--- src/rtl/pom_pkg.sv ---
package pom_pkg;
    // system clock and frame geometry
    localparam int CLK_HZ = 40_000_000;
    localparam int FRAME_BITS = 848;
    localparam int FAW_LEN = 10;
    localparam logic [9:0] FAW_VAL = 10'h3d0;
    // remote fault bit position, counted from the frame start bit (0)
    localparam int RF_POS = 10;
    // consecutive frames needed to enter or leave the remote fault defect
    localparam int RF_FRAMES = 5;
    // performance counting interval
    localparam int PM_INTERVAL_S = 1;
    localparam int PM_INTERVAL_CYC = PM_INTERVAL_S * CLK_HZ;
    localparam int NEBC_W = 16;

    // register byte offsets
    localparam logic [7:0] ADR_CTRL = 8'h00;
    localparam logic [7:0] ADR_STAT = 8'h04;
    localparam logic [7:0] ADR_IST = 8'h08;
    localparam logic [7:0] ADR_IMASK = 8'h0c;
    localparam logic [7:0] ADR_NEBC = 8'h10;
    localparam logic [7:0] ADR_NEBC_RUN = 8'h14;

    // control fields
    localparam int CTL_MON = 0;
    localparam int CTL_RF_REP = 1;
    localparam int CTL_UF_REP = 2;
    localparam int CTL_PM_EN = 3;
    localparam int CTL_EQ_DEF = 4;
    localparam int CTL_W = 5;
    localparam logic [4:0] CTRL_RST = 5'h0f;

    // interrupt status and mask fields
    localparam int IRQ_RF_CHG = 0;
    localparam int IRQ_UF_RISE = 1;
    localparam int IRQ_BLK_ERR = 2;
    localparam int IRQ_TICK = 3;
    localparam int IRQ_W = 4;
    localparam logic [3:0] IMASK_RST = 4'h0;

    typedef enum logic {
        FRM_WAIT = 1'b0,
        FRM_RUN = 1'b1
    } pom_frm_t;
endpackage : pom_pkg

--- src/rtl/pom_link_if.sv ---
interface pom_link_if;
    logic bit_en;
    logic bit_d;
    logic bit_fs;
    logic frm_end;
    logic rf_bit;
    logic blk_err;
    modport mon (
        output bit_en, bit_d, bit_fs,
        input frm_end, rf_bit, blk_err
    );
    modport frm (
        input bit_en, bit_d, bit_fs,
        output frm_end, rf_bit, blk_err
    );
endinterface : pom_link_if

--- src/rtl/pom_monitor.sv ---
// Overview of operation
// - the remote fault bit is taken from its fixed overhead position in every frame.
// - a remote fault bit of one means the far receiver is in defect, zero means normal.
// - the remote fault defect is a held state built from the extracted bit.
// - remote fault cause is defect and monitored and its report enable.
// - a frame is an errored block when any alignment word bit is wrong.
// - near defect second from trail fail or equipment defect, far from remote fault.
// - the errored block count is the sum of errored blocks per interval; a block flagged in the tick cycle is counted in neither interval.
// - performance outputs exist only while performance monitoring is enabled.
//
// Our own choices: the Avalon-MM interface to the registers and the placing of the registers.
module pom_monitor
    import pom_pkg::*;
#(
    parameter int PM_CYC = PM_INTERVAL_CYC,
    parameter int DEF_FRAMES = RF_FRAMES
) (
    // clock and reset
    input wire logic i_clk_sys,
    input wire logic i_rst_n,
    // tapped path stream
    input wire logic i_path_ck,
    input wire logic i_path_d,
    input wire logic i_path_fs,
    input wire logic i_upstream_fail_in,
    // avalon-mm slave
    input wire logic [7:0] i_avs_address,
    input wire logic i_avs_read,
    input wire logic i_avs_write,
    input wire logic [31:0] i_avs_writedata,
    input wire logic [3:0] i_avs_byteenable,
    output logic [31:0] o_avs_readdata,
    output logic o_avs_waitrequest,
    // defect and performance outputs
    output logic o_trail_fail_out,
    output logic o_remote_fault_cause,
    output logic o_upstream_fail_cause,
    output logic o_near_defect_second,
    output logic o_far_defect_second,
    output logic o_irq
);
    pom_link_if lk ();

    pom_frame_track u_frm (
        .i_clk_sys(i_clk_sys),
        .i_rst_n(i_rst_n),
        .lk(lk)
    );

    // two-stage synchronisers for the asynchronous tap
    logic [3:0] sy1_r;
    logic [3:0] sy2_r;
    logic ck_d_r;
    logic ssf;

    genvar gi;
    generate
        for (gi = 0; gi < 4; gi++) begin : g_sync
            always_ff @(posedge i_clk_sys) begin
                if (!i_rst_n) begin
                    sy1_r[gi] <= 1'b0;
                    sy2_r[gi] <= 1'b0;
                end else begin
                    sy1_r[gi] <= (gi == 0) ? i_path_ck : (gi == 1) ? i_path_d :
                                 (gi == 2) ? i_path_fs : i_upstream_fail_in;
                    sy2_r[gi] <= sy1_r[gi];
                end
            end
        end
    endgenerate

    always_ff @(posedge i_clk_sys) begin
        if (!i_rst_n) begin
            ck_d_r <= 1'b0;
        end else begin
            ck_d_r <= sy2_r[0];
        end
    end

    // data and frame start share the synchroniser delay with the clock,
    // so they are taken at the synchronised rising edge
    assign lk.bit_en = sy2_r[0] & ~ck_d_r;
    assign lk.bit_d = sy2_r[1];
    assign lk.bit_fs = sy2_r[2];
    assign ssf = sy2_r[3];

    // register file
    logic [CTL_W-1:0] ctrl_r;
    logic [IRQ_W-1:0] ist_r;
    logic [IRQ_W-1:0] imask_r;
    logic [IRQ_W-1:0] ev;
    logic wr_acc;
    logic rd_acc;
    logic mon;
    logic pm_en;

    assign wr_acc = i_avs_write && !o_avs_waitrequest;
    assign rd_acc = i_avs_read && !o_avs_waitrequest;
    assign mon = ctrl_r[CTL_MON];
    assign pm_en = ctrl_r[CTL_PM_EN];

    // one wait cycle per access: request seen, then answer
    always_ff @(posedge i_clk_sys) begin
        if (!i_rst_n) begin
            o_avs_waitrequest <= 1'b1;
        end else if ((i_avs_read || i_avs_write) && o_avs_waitrequest) begin
            o_avs_waitrequest <= 1'b0;
        end else begin
            o_avs_waitrequest <= 1'b1;
        end
    end

    always_ff @(posedge i_clk_sys) begin
        if (!i_rst_n) begin
            ctrl_r <= CTRL_RST;
            imask_r <= IMASK_RST;
        end else if (wr_acc && i_avs_byteenable[0]) begin
            if (i_avs_address == ADR_CTRL) begin
                ctrl_r <= i_avs_writedata[CTL_W-1:0];
            end
            if (i_avs_address == ADR_IMASK) begin
                imask_r <= i_avs_writedata[IRQ_W-1:0];
            end
        end
    end

    // remote fault defect
    logic rfd_r;
    logic [3:0] rf_run_r;

    always_ff @(posedge i_clk_sys) begin
        if (!i_rst_n) begin
            rfd_r <= 1'b0;
            rf_run_r <= 4'h0;
        end else if (lk.frm_end) begin
            // a one means the far receiver is in defect
            if (lk.rf_bit != rfd_r) begin
                if (rf_run_r == 4'(DEF_FRAMES - 1)) begin
                    rfd_r <= lk.rf_bit;
                    rf_run_r <= 4'h0;
                end else begin
                    rf_run_r <= rf_run_r + 4'h1;
                end
            end else begin
                rf_run_r <= 4'h0;
            end
        end
    end

    // consequent action and defect correlations
    always_ff @(posedge i_clk_sys) begin
        if (!i_rst_n) begin
            o_trail_fail_out <= 1'b0;
            o_remote_fault_cause <= 1'b0;
            o_upstream_fail_cause <= 1'b0;
        end else begin
            o_trail_fail_out <= ssf;
            o_remote_fault_cause <= rfd_r && mon && ctrl_r[CTL_RF_REP];
            o_upstream_fail_cause <= ssf && mon && ctrl_r[CTL_UF_REP];
        end
    end

    // performance monitoring
    logic [31:0] cyc_r;
    logic tick;
    logic [NEBC_W-1:0] nebc_acc_r;
    logic [NEBC_W-1:0] nebc_r;
    logic nds_acc_r;
    logic fds_acc_r;
    logic near_def;

    assign tick = (cyc_r == 32'(PM_CYC - 1));
    // trail fail action is the synchronised upstream fail
    assign near_def = ssf || ctrl_r[CTL_EQ_DEF];

    always_ff @(posedge i_clk_sys) begin
        if (!i_rst_n) begin
            cyc_r <= 32'h0000_0000;
        end else begin
            cyc_r <= tick ? 32'h0000_0000 : cyc_r + 32'h0000_0001;
        end
    end

    // counter saturates rather than wrap, so a bad interval never reads low
    always_ff @(posedge i_clk_sys) begin
        if (!i_rst_n || !pm_en) begin
            nebc_acc_r <= '0;
            nebc_r <= '0;
        end else if (tick) begin
            nebc_r <= nebc_acc_r;
            nebc_acc_r <= '0;
        end else if (lk.blk_err && nebc_acc_r != '1) begin
            nebc_acc_r <= nebc_acc_r + 1'b1;
        end
    end

    always_ff @(posedge i_clk_sys) begin
        if (!i_rst_n || !pm_en) begin
            nds_acc_r <= 1'b0;
            fds_acc_r <= 1'b0;
            o_near_defect_second <= 1'b0;
            o_far_defect_second <= 1'b0;
        end else if (tick) begin
            o_near_defect_second <= nds_acc_r || near_def;
            o_far_defect_second <= fds_acc_r || rfd_r;
            nds_acc_r <= 1'b0;
            fds_acc_r <= 1'b0;
        end else begin
            nds_acc_r <= nds_acc_r || near_def;
            fds_acc_r <= fds_acc_r || rfd_r;
        end
    end

    // interrupts: events win over a simultaneous write-one clear
    logic ssf_d_r;
    logic rfd_d_r;

    always_ff @(posedge i_clk_sys) begin
        if (!i_rst_n) begin
            ssf_d_r <= 1'b0;
            rfd_d_r <= 1'b0;
        end else begin
            ssf_d_r <= ssf;
            rfd_d_r <= rfd_r;
        end
    end

    always_comb begin
        ev = '0;
        ev[IRQ_RF_CHG] = rfd_r ^ rfd_d_r;
        ev[IRQ_UF_RISE] = ssf && !ssf_d_r;
        ev[IRQ_BLK_ERR] = lk.blk_err;
        ev[IRQ_TICK] = tick && pm_en;
    end

    always_ff @(posedge i_clk_sys) begin
        if (!i_rst_n) begin
            ist_r <= '0;
        end else if (wr_acc && i_avs_byteenable[0] && i_avs_address == ADR_IST) begin
            ist_r <= (ist_r & ~i_avs_writedata[IRQ_W-1:0]) | ev;
        end else begin
            ist_r <= ist_r | ev;
        end
    end

    always_ff @(posedge i_clk_sys) begin
        if (!i_rst_n) begin
            o_irq <= 1'b0;
        end else begin
            o_irq <= |(ist_r & imask_r);
        end
    end

    // read path; unmapped offsets read zero
    logic [31:0] rdata;

    always_comb begin
        rdata = 32'h0000_0000;
        case (i_avs_address)
            ADR_CTRL: rdata[CTL_W-1:0] = ctrl_r;
            ADR_STAT: rdata[5:0] = {o_far_defect_second, o_near_defect_second,
                                    ssf, o_upstream_fail_cause,
                                    o_remote_fault_cause, rfd_r};
            ADR_IST: rdata[IRQ_W-1:0] = ist_r;
            ADR_IMASK: rdata[IRQ_W-1:0] = imask_r;
            ADR_NEBC: rdata[NEBC_W-1:0] = nebc_r;
            ADR_NEBC_RUN: rdata[NEBC_W-1:0] = nebc_acc_r;
            default: rdata = 32'h0000_0000;
        endcase
    end

    always_ff @(posedge i_clk_sys) begin
        if (!i_rst_n) begin
            o_avs_readdata <= 32'h0000_0000;
        end else if (i_avs_read && o_avs_waitrequest) begin
            o_avs_readdata <= rdata;
        end
    end
endmodule : pom_monitor

--- src/rtl/pom_frame_track.sv ---
module pom_frame_track
    import pom_pkg::*;
(
    input wire logic i_clk_sys,
    input wire logic i_rst_n,
    pom_link_if.frm lk
);
    pom_frm_t st_r;
    logic [9:0] cnt_r;
    logic [FAW_LEN-2:0] sh_r;
    logic err_r;
    logic rf_r;
    logic [9:0] pos;
    logic last;

    assign pos = lk.bit_fs ? 10'h000 : cnt_r;
    assign last = (pos == 10'(FRAME_BITS - 1));

    always_ff @(posedge i_clk_sys) begin
        if (!i_rst_n) begin
            st_r <= FRM_WAIT;
            cnt_r <= 10'h000;
            sh_r <= '0;
            err_r <= 1'b0;
            rf_r <= 1'b0;
            lk.frm_end <= 1'b0;
            lk.blk_err <= 1'b0;
            lk.rf_bit <= 1'b0;
        end else begin
            lk.frm_end <= 1'b0;
            lk.blk_err <= 1'b0;
            if (lk.bit_en) begin
                if (lk.bit_fs) begin
                    st_r <= FRM_RUN;
                end
                cnt_r <= last ? 10'h000 : pos + 10'h001;
                sh_r <= {sh_r[FAW_LEN-3:0], lk.bit_d};
                // any single wrong alignment bit spoils the block
                if (pos == 10'(FAW_LEN - 1)) begin
                    err_r <= ({sh_r, lk.bit_d} != FAW_VAL);
                end
                if (pos == 10'(RF_POS)) begin
                    rf_r <= lk.bit_d;
                end
                // no report until a frame start has been seen
                if (last && (st_r == FRM_RUN || lk.bit_fs)) begin
                    lk.frm_end <= 1'b1;
                    lk.blk_err <= err_r;
                    lk.rf_bit <= rf_r;
                end
            end
        end
    end
endmodule : pom_frame_track

--- config.mk ---
export PLATFORM = sky130hd
export DESIGN_NAME = pom_monitor
export DESIGN_NICKNAME = d
export VERILOG_FILES = /design/src/rtl/pom_pkg.sv /design/src/rtl/pom_link_if.sv /design/src/rtl/pom_monitor.sv /design/src/rtl/pom_frame_track.sv
export SDC_FILE = /design/constraint.sdc
export NUM_CORES = 1
export LEC_CHECK = 0
export BUFFER_PORTS_ARGS = -buffer_cell sky130_fd_sc_hd__buf_2
export CORE_MARGIN = 2
export CORE_UTILIZATION = 40
export CTS_BUF_LIST = sky130_fd_sc_hd__clkbuf_8 sky130_fd_sc_hd__clkbuf_16
export CTS_CLUSTER_SIZE = 30
export DETAILED_ROUTE_END_ITERATION = 12
export PLACE_DENSITY = 0.62
export SLEW_MARGIN = 25
export SYNTH_ARGS = -nofsm -noshare
export SYNTH_HDL_FRONTEND = slang
export SYNTH_HIERARCHICAL = 1
export SYNTH_SLANG_ARGS = --single-unit
--- constraint.sdc ---
create_clock -name i_clk_sys -period 3.3 [get_ports i_clk_sys]
set_input_delay 0.33 -clock i_clk_sys [delete_from_list [all_inputs] [get_ports i_clk_sys]]
set_output_delay 0.33 -clock i_clk_sys [all_outputs]
set_load 0.005 [all_outputs]
* Word-level counts from Yosys, hierarchy flattened
Cells that the tools add are included.
Operators by class: add/subtract/negate cells 4, multipliers 0, div/mod/pow operators 0, $lt $le $gt $ge 0, equal/unequal tests 13, shifts and indexed selects 0, muxes and demuxes 11, bitwise gates (word level) 9, reductions and logical operators 36
Operators with widths (number):
- $add A32 B1 Y32 const B | 1
- $eq A32 B26 Y1 const B | 1
- $pmux W4 S6 | 1
- $eq A10 B4 Y1 const B | 2
- $mux W10 | 2
- $pmux W10 S2 | 1
- $add A16 B1 Y16 const B | 1
- $eq A8 B4 Y1 const B | 2
- $eq A8 B5 Y1 const B | 2
- $ne A16 B16 Y1 const B | 1
- $reduce_and A2 Y1 | 7
- $logic_and A1 B1 Y1 | 13
- $mux W4 | 3
- $add A10 B1 Y10 const B | 1
- $eq A10 B10 Y1 const B | 1
- $ne A10 B10 Y1 const B | 1
- $and A4 B4 Y4 | 2
- $eq A8 B3 Y1 const B | 1
- $logic_not A8 Y1 | 1
- $or A4 B4 Y4 | 2
- $logic_or A1 B1 Y1 | 6
- $reduce_and A3 Y1 | 2
- $add A4 B1 Y4 const B | 1
- $eq A4 B3 Y1 const B | 1
- 11 further kinds | 17
Storage, ports and cells: register bits after elaboration 142, latch bits 0, bits in writable memories 0, memory bits (read-only) 0, bits of input ports 52, output and inout port bits 39, word-level logic and storage cells 109, memories kept 0

* Depth between registers and ports, before layout
word-level depth 5, gate-level depth with buffers 8, depth with buffers taken out 6

* Modules after synthesis
Netlist, hierarchy kept.
By module, submodules not included:
- pom_monitor | times used 1, cells an instance 638, area an instance 5660.4 sq um, sequential area each 2342.2 sq um
- pom_frame_track | times used 1, cells an instance 131, area an instance 1237.4 sq um, sequential area each 500.5 sq um

* Worst setup path before layout
OpenSTA, ideal clock, no wires.
path type reg2reg, start point register cyc_r[23], end point register nebc_r[10], setup time 0.072 ns, arrival time 2.012 ns, data required time 3.228 ns, slack 1.216 ns, stages on the path, launching flop included 7, path buffers 2, clock period less this slack 2.084 ns, cells stage by stage dfxtp_1 -> or4_4 -> or4_4 -> nor3_2 -> buf_6 -> buf_12 -> mux2i_1
Between the ends: word-level cells in the longest chain between the ends 1
Ends and longest elaborated chain:
- start: declaration | line pom_monitor.sv:164 | logic [31:0] cyc_r;
- start signal: assignment | line pom_monitor.sv:180 | cyc_r <= tick ? 32'h0000_0000 : cyc_r + 32'h0000_0001;
- $eq A32 B26 Y1 | line pom_monitor.sv:172 | assign tick = (cyc_r == 32'(PM_CYC - 1));
- end signal: assignment | line pom_monitor.sv:190 | nebc_r <= nebc_acc_r;
- end: declaration | line pom_monitor.sv:167 | logic [NEBC_W-1:0] nebc_r;
Every way passes these cells. A chain may end at the register's enable or synchronous reset.

* Worst setup path in the final report
start point register nebc_acc_r[0], end point register nebc_acc_r[14]
Between the ends: word-level cells in the longest chain between the ends 2, elaborated cells between the ends (all ways) 3, classes of those cells add/sub: 1; eq/ne: 1; reduce/logical: 1
Ends and longest elaborated chain:
- start: declaration | line pom_monitor.sv:166 | logic [NEBC_W-1:0] nebc_acc_r;
- start signal: assignment | line pom_monitor.sv:193 | nebc_acc_r <= nebc_acc_r + 1'b1;
- branches (longest 2 deep; another with $add A16 B1 Y16)
Parallel ways; which one is timed is not known.

==> impl_metrics.csv <==
group,metric,value,unit
outcome,status,"complete, no violations",
timing,hold_viol_final,0,
power,ir_drop,0.000370,V
layout,n_antenna_cell,0,
floorplanning,start_util,0.404,
setup_path,end_kind,"flip-flop",
placement,portBuffers,44,
setup_path,crit_path_start_kind,"flip-flop",
flow_run,max_cap_violations,0,
worst_hold_path,min_path_type,"primary input to flip-flop",
clocking,cts_hold_buf,0,
layout,drive_gt1_frac,0.135,
setup_path,crit_type,"flip-flop to flip-flop",
clocking,cts.path.max_buffers,2,
grt,track_usage,0.186,
timing,rsz0062_at_grt,"false",
grt,antenna_found_initial,0,
setup_path,required,3.62,ns
timing,slew_headroom,0.457,
timing,maxSlewViolCount,0,
routing,wl_per_cell,15.8,um
logic_synthesis,synth-seq-cells,142,
logic_synthesis,avgSynthCellArea,8.97,um^2
floorplanning,coreArea,0.0171,mm^2
grt,grt_pass1_wl,27300,um
grt,grt_max_degree,50,
routing,via_per_inst,5.66,
timing,final.min_clock_period,2.31,ns
logic_synthesis,syn_area,0.00690,mm^2
logic_synthesis,syn-instance-count,769,
clocking,clk_pin_slew_worst_paths,0.06,ns
clocking,cts_max_level,4,
grt,grt_overflow,0,
layout,syn_to_final_growth,14.0,%
timing,finalCritPeriodShare,0.699,
timing,setup_ws,0.994,ns
logic_synthesis,yosysUniqueCellTypes,70,
timing,tightest_slew,0.814,ns
clocking,tritoncts,"yes",
placement,routabilityCongestion,0.800,
power,p_leak,2.71,nW
routing,ant_nets,0,
layout,fill_cells,1656,
layout,final_common_cell,"dfxtp_1",
clocking,clock_tree.root_cell,"clkbuf_16",
timing,clock.fmax,434,MHz
floorplanning,dieArea,0.0183,mm^2
timing,holdWs,0.127,ns
clocking,clock_latency,0.42,ns
timing,fin_skew,0.00918,ns
logic_synthesis,ys_seq_area_frac,0.412,
logic_synthesis,synth_ff_type,"dfxtp_1",
logic_synthesis,ys_async_sr_fraction,0,
setup_path,arrival,2.62,ns
timing,setup_viol,0,
logic_synthesis,synth_edf_count,0,
routing,drtIter0Drc,373,
floorplanning,chipHeight,135,um
placement,hpwl,11200,um
clocking,clkSinkCount,142,
routing,drt_wl_total,16300,um
power,p_per_area,502,mW/mm^2
floorplanning,ios,91,
floorplanning,die-width,135,um
logic_synthesis,ys_warn_count,6,
timing,setup_tns,0,ns
routing,drc,0,
routing,dr.pass1.iters,4,
routing,vias,5838,
floorplanning,rows,48,
clocking,cts_buffers,17,
clocking,post_cts_buffers,0,
layout,final_cell_mix,"dfxtp_1, nand2_1, mux2i_1",
layout,layout.nets,852,
placement,dpl_worst_slack,0.869,ns
grt,grt_pass1_vias,5242,
setup_path,cp_max_fo,10,
clocking,cts_resized,0,
[layer usage]
metal  track usage  vias up  wire length, um
met4        0.0532        0              190
met1         0.265     2806             8050
met5             0        -                0
li1              -     2905                -
met3        0.0505       19              724
met2         0.276      108             7360
[report_power, final]
group	leakage (nW)	switching (W)	total (W)	internal, W
sequential	1.15	0.0000150	0.00174	0.00173
clock	0.313	0.000842	0.00208	0.00124
combinational	1.25	0.0000857	0.000129	0.0000434
[cells in the mapped netlist, types with 5 or more instances]
cell	number	area [um^2]
and4_1	7	61.3
nor2_1	36	135
ha_1	6	75.1
xor2_1	9	78.8
buf_4	16	120
or3_1	12	75.1
mux2i_1	46	460
and2_1	20	125
nor4b_1	6	52.6
nand2b_1	5	31.3
a21oi_1	15	75.1
clkbuf_1	37	139
inv_1	15	56.3
nand4_1	26	163
nand2_1	69	259
a31oi_1	7	43.8
o31ai_1	15	113
and3_1	15	93.8
xnor2_1	5	43.8
buf_1	5	18.8
dfxtp_1	142	2840
nor2b_1	21	131
nor4_1	17	106
nand3_1	39	195
nor3_1	19	95.1
a211oi_1	28	210
o21ai_0	30	150
or4_1	16	120
a2bb2oi_1	10	87.6
[area by class of cell]
| class | instances | area, um^2 | area share |
|---|---|---|---|
| Timing Repair Buffer | 54 | 295 | 0.0376 |
| Tap cell | 225 | 282 | 0.0358 |
| Multi-Input combinational cell | 563 | 3740 | 0.476 |
| Clock buffer | 17 | 425 | 0.0541 |
| Inverter | 16 | 60.1 | 0.00764 |
| Clock inverter | 15 | 216 | 0.0275 |
| Sequential cell | 142 | 2840 | 0.362 |
[stage by stage]
step                total power, W   util  cell area, um^2  cells
floorplan                  0.00188      -             6950    784
global placement           0.00191  0.423             7210   1000
detailed placement         0.00191  0.423             7210   1000
CTS                        0.00399  0.461             7860   1032
global route               0.00410  0.461             7860   1032
finish                     0.00395  0.461             7860   1032
[final timing paths]
check	from	end	slack [ns]	cells after the start
setup reg to reg	nebc_acc_r[0]	nebc_acc_r[14]	0.99	5
hold / removal	i_path_fs	sy1_r[2]	0.13	2
hold reg to reg	sy1_r[3]	ssf	0.44	1
setup / recovery	nebc_acc_r[0]	nebc_acc_r[14]	0.99	5
[cell families after synthesis]
logic type      after synthesis  synth area share
simple gates                332             0.274
other cells                   1          0.000544
buf+inv                      79            0.0566
flops                       142             0.412
compound gates              143             0.145
xor+xnor                     14            0.0178
mux                          52            0.0831
fa+ha+maj                     6            0.0109
[sequential cells by signal, summed over array words and instances, names as in the netlist, 4 cells and up]
signal	flops
nebc_r	16
u_frm/sh_r	9
nebc_acc_r	16
o_avs_readdata	16
sy1_r	4
ist_r	4
ctrl_r	5
u_frm/cnt_r	10
rf_run_r	4
cyc_r	32
imask_r	4
[critical path, stage by stage (launching register included)]
cell	delay [ns]
dfxtp_1	0.48
ha_1	0.42
and4_1	0.32
o211ai_1	0.21
or4_1	0.51
a211oi_1	0.26
No activity file was read; power rests on OpenSTA's default activity.
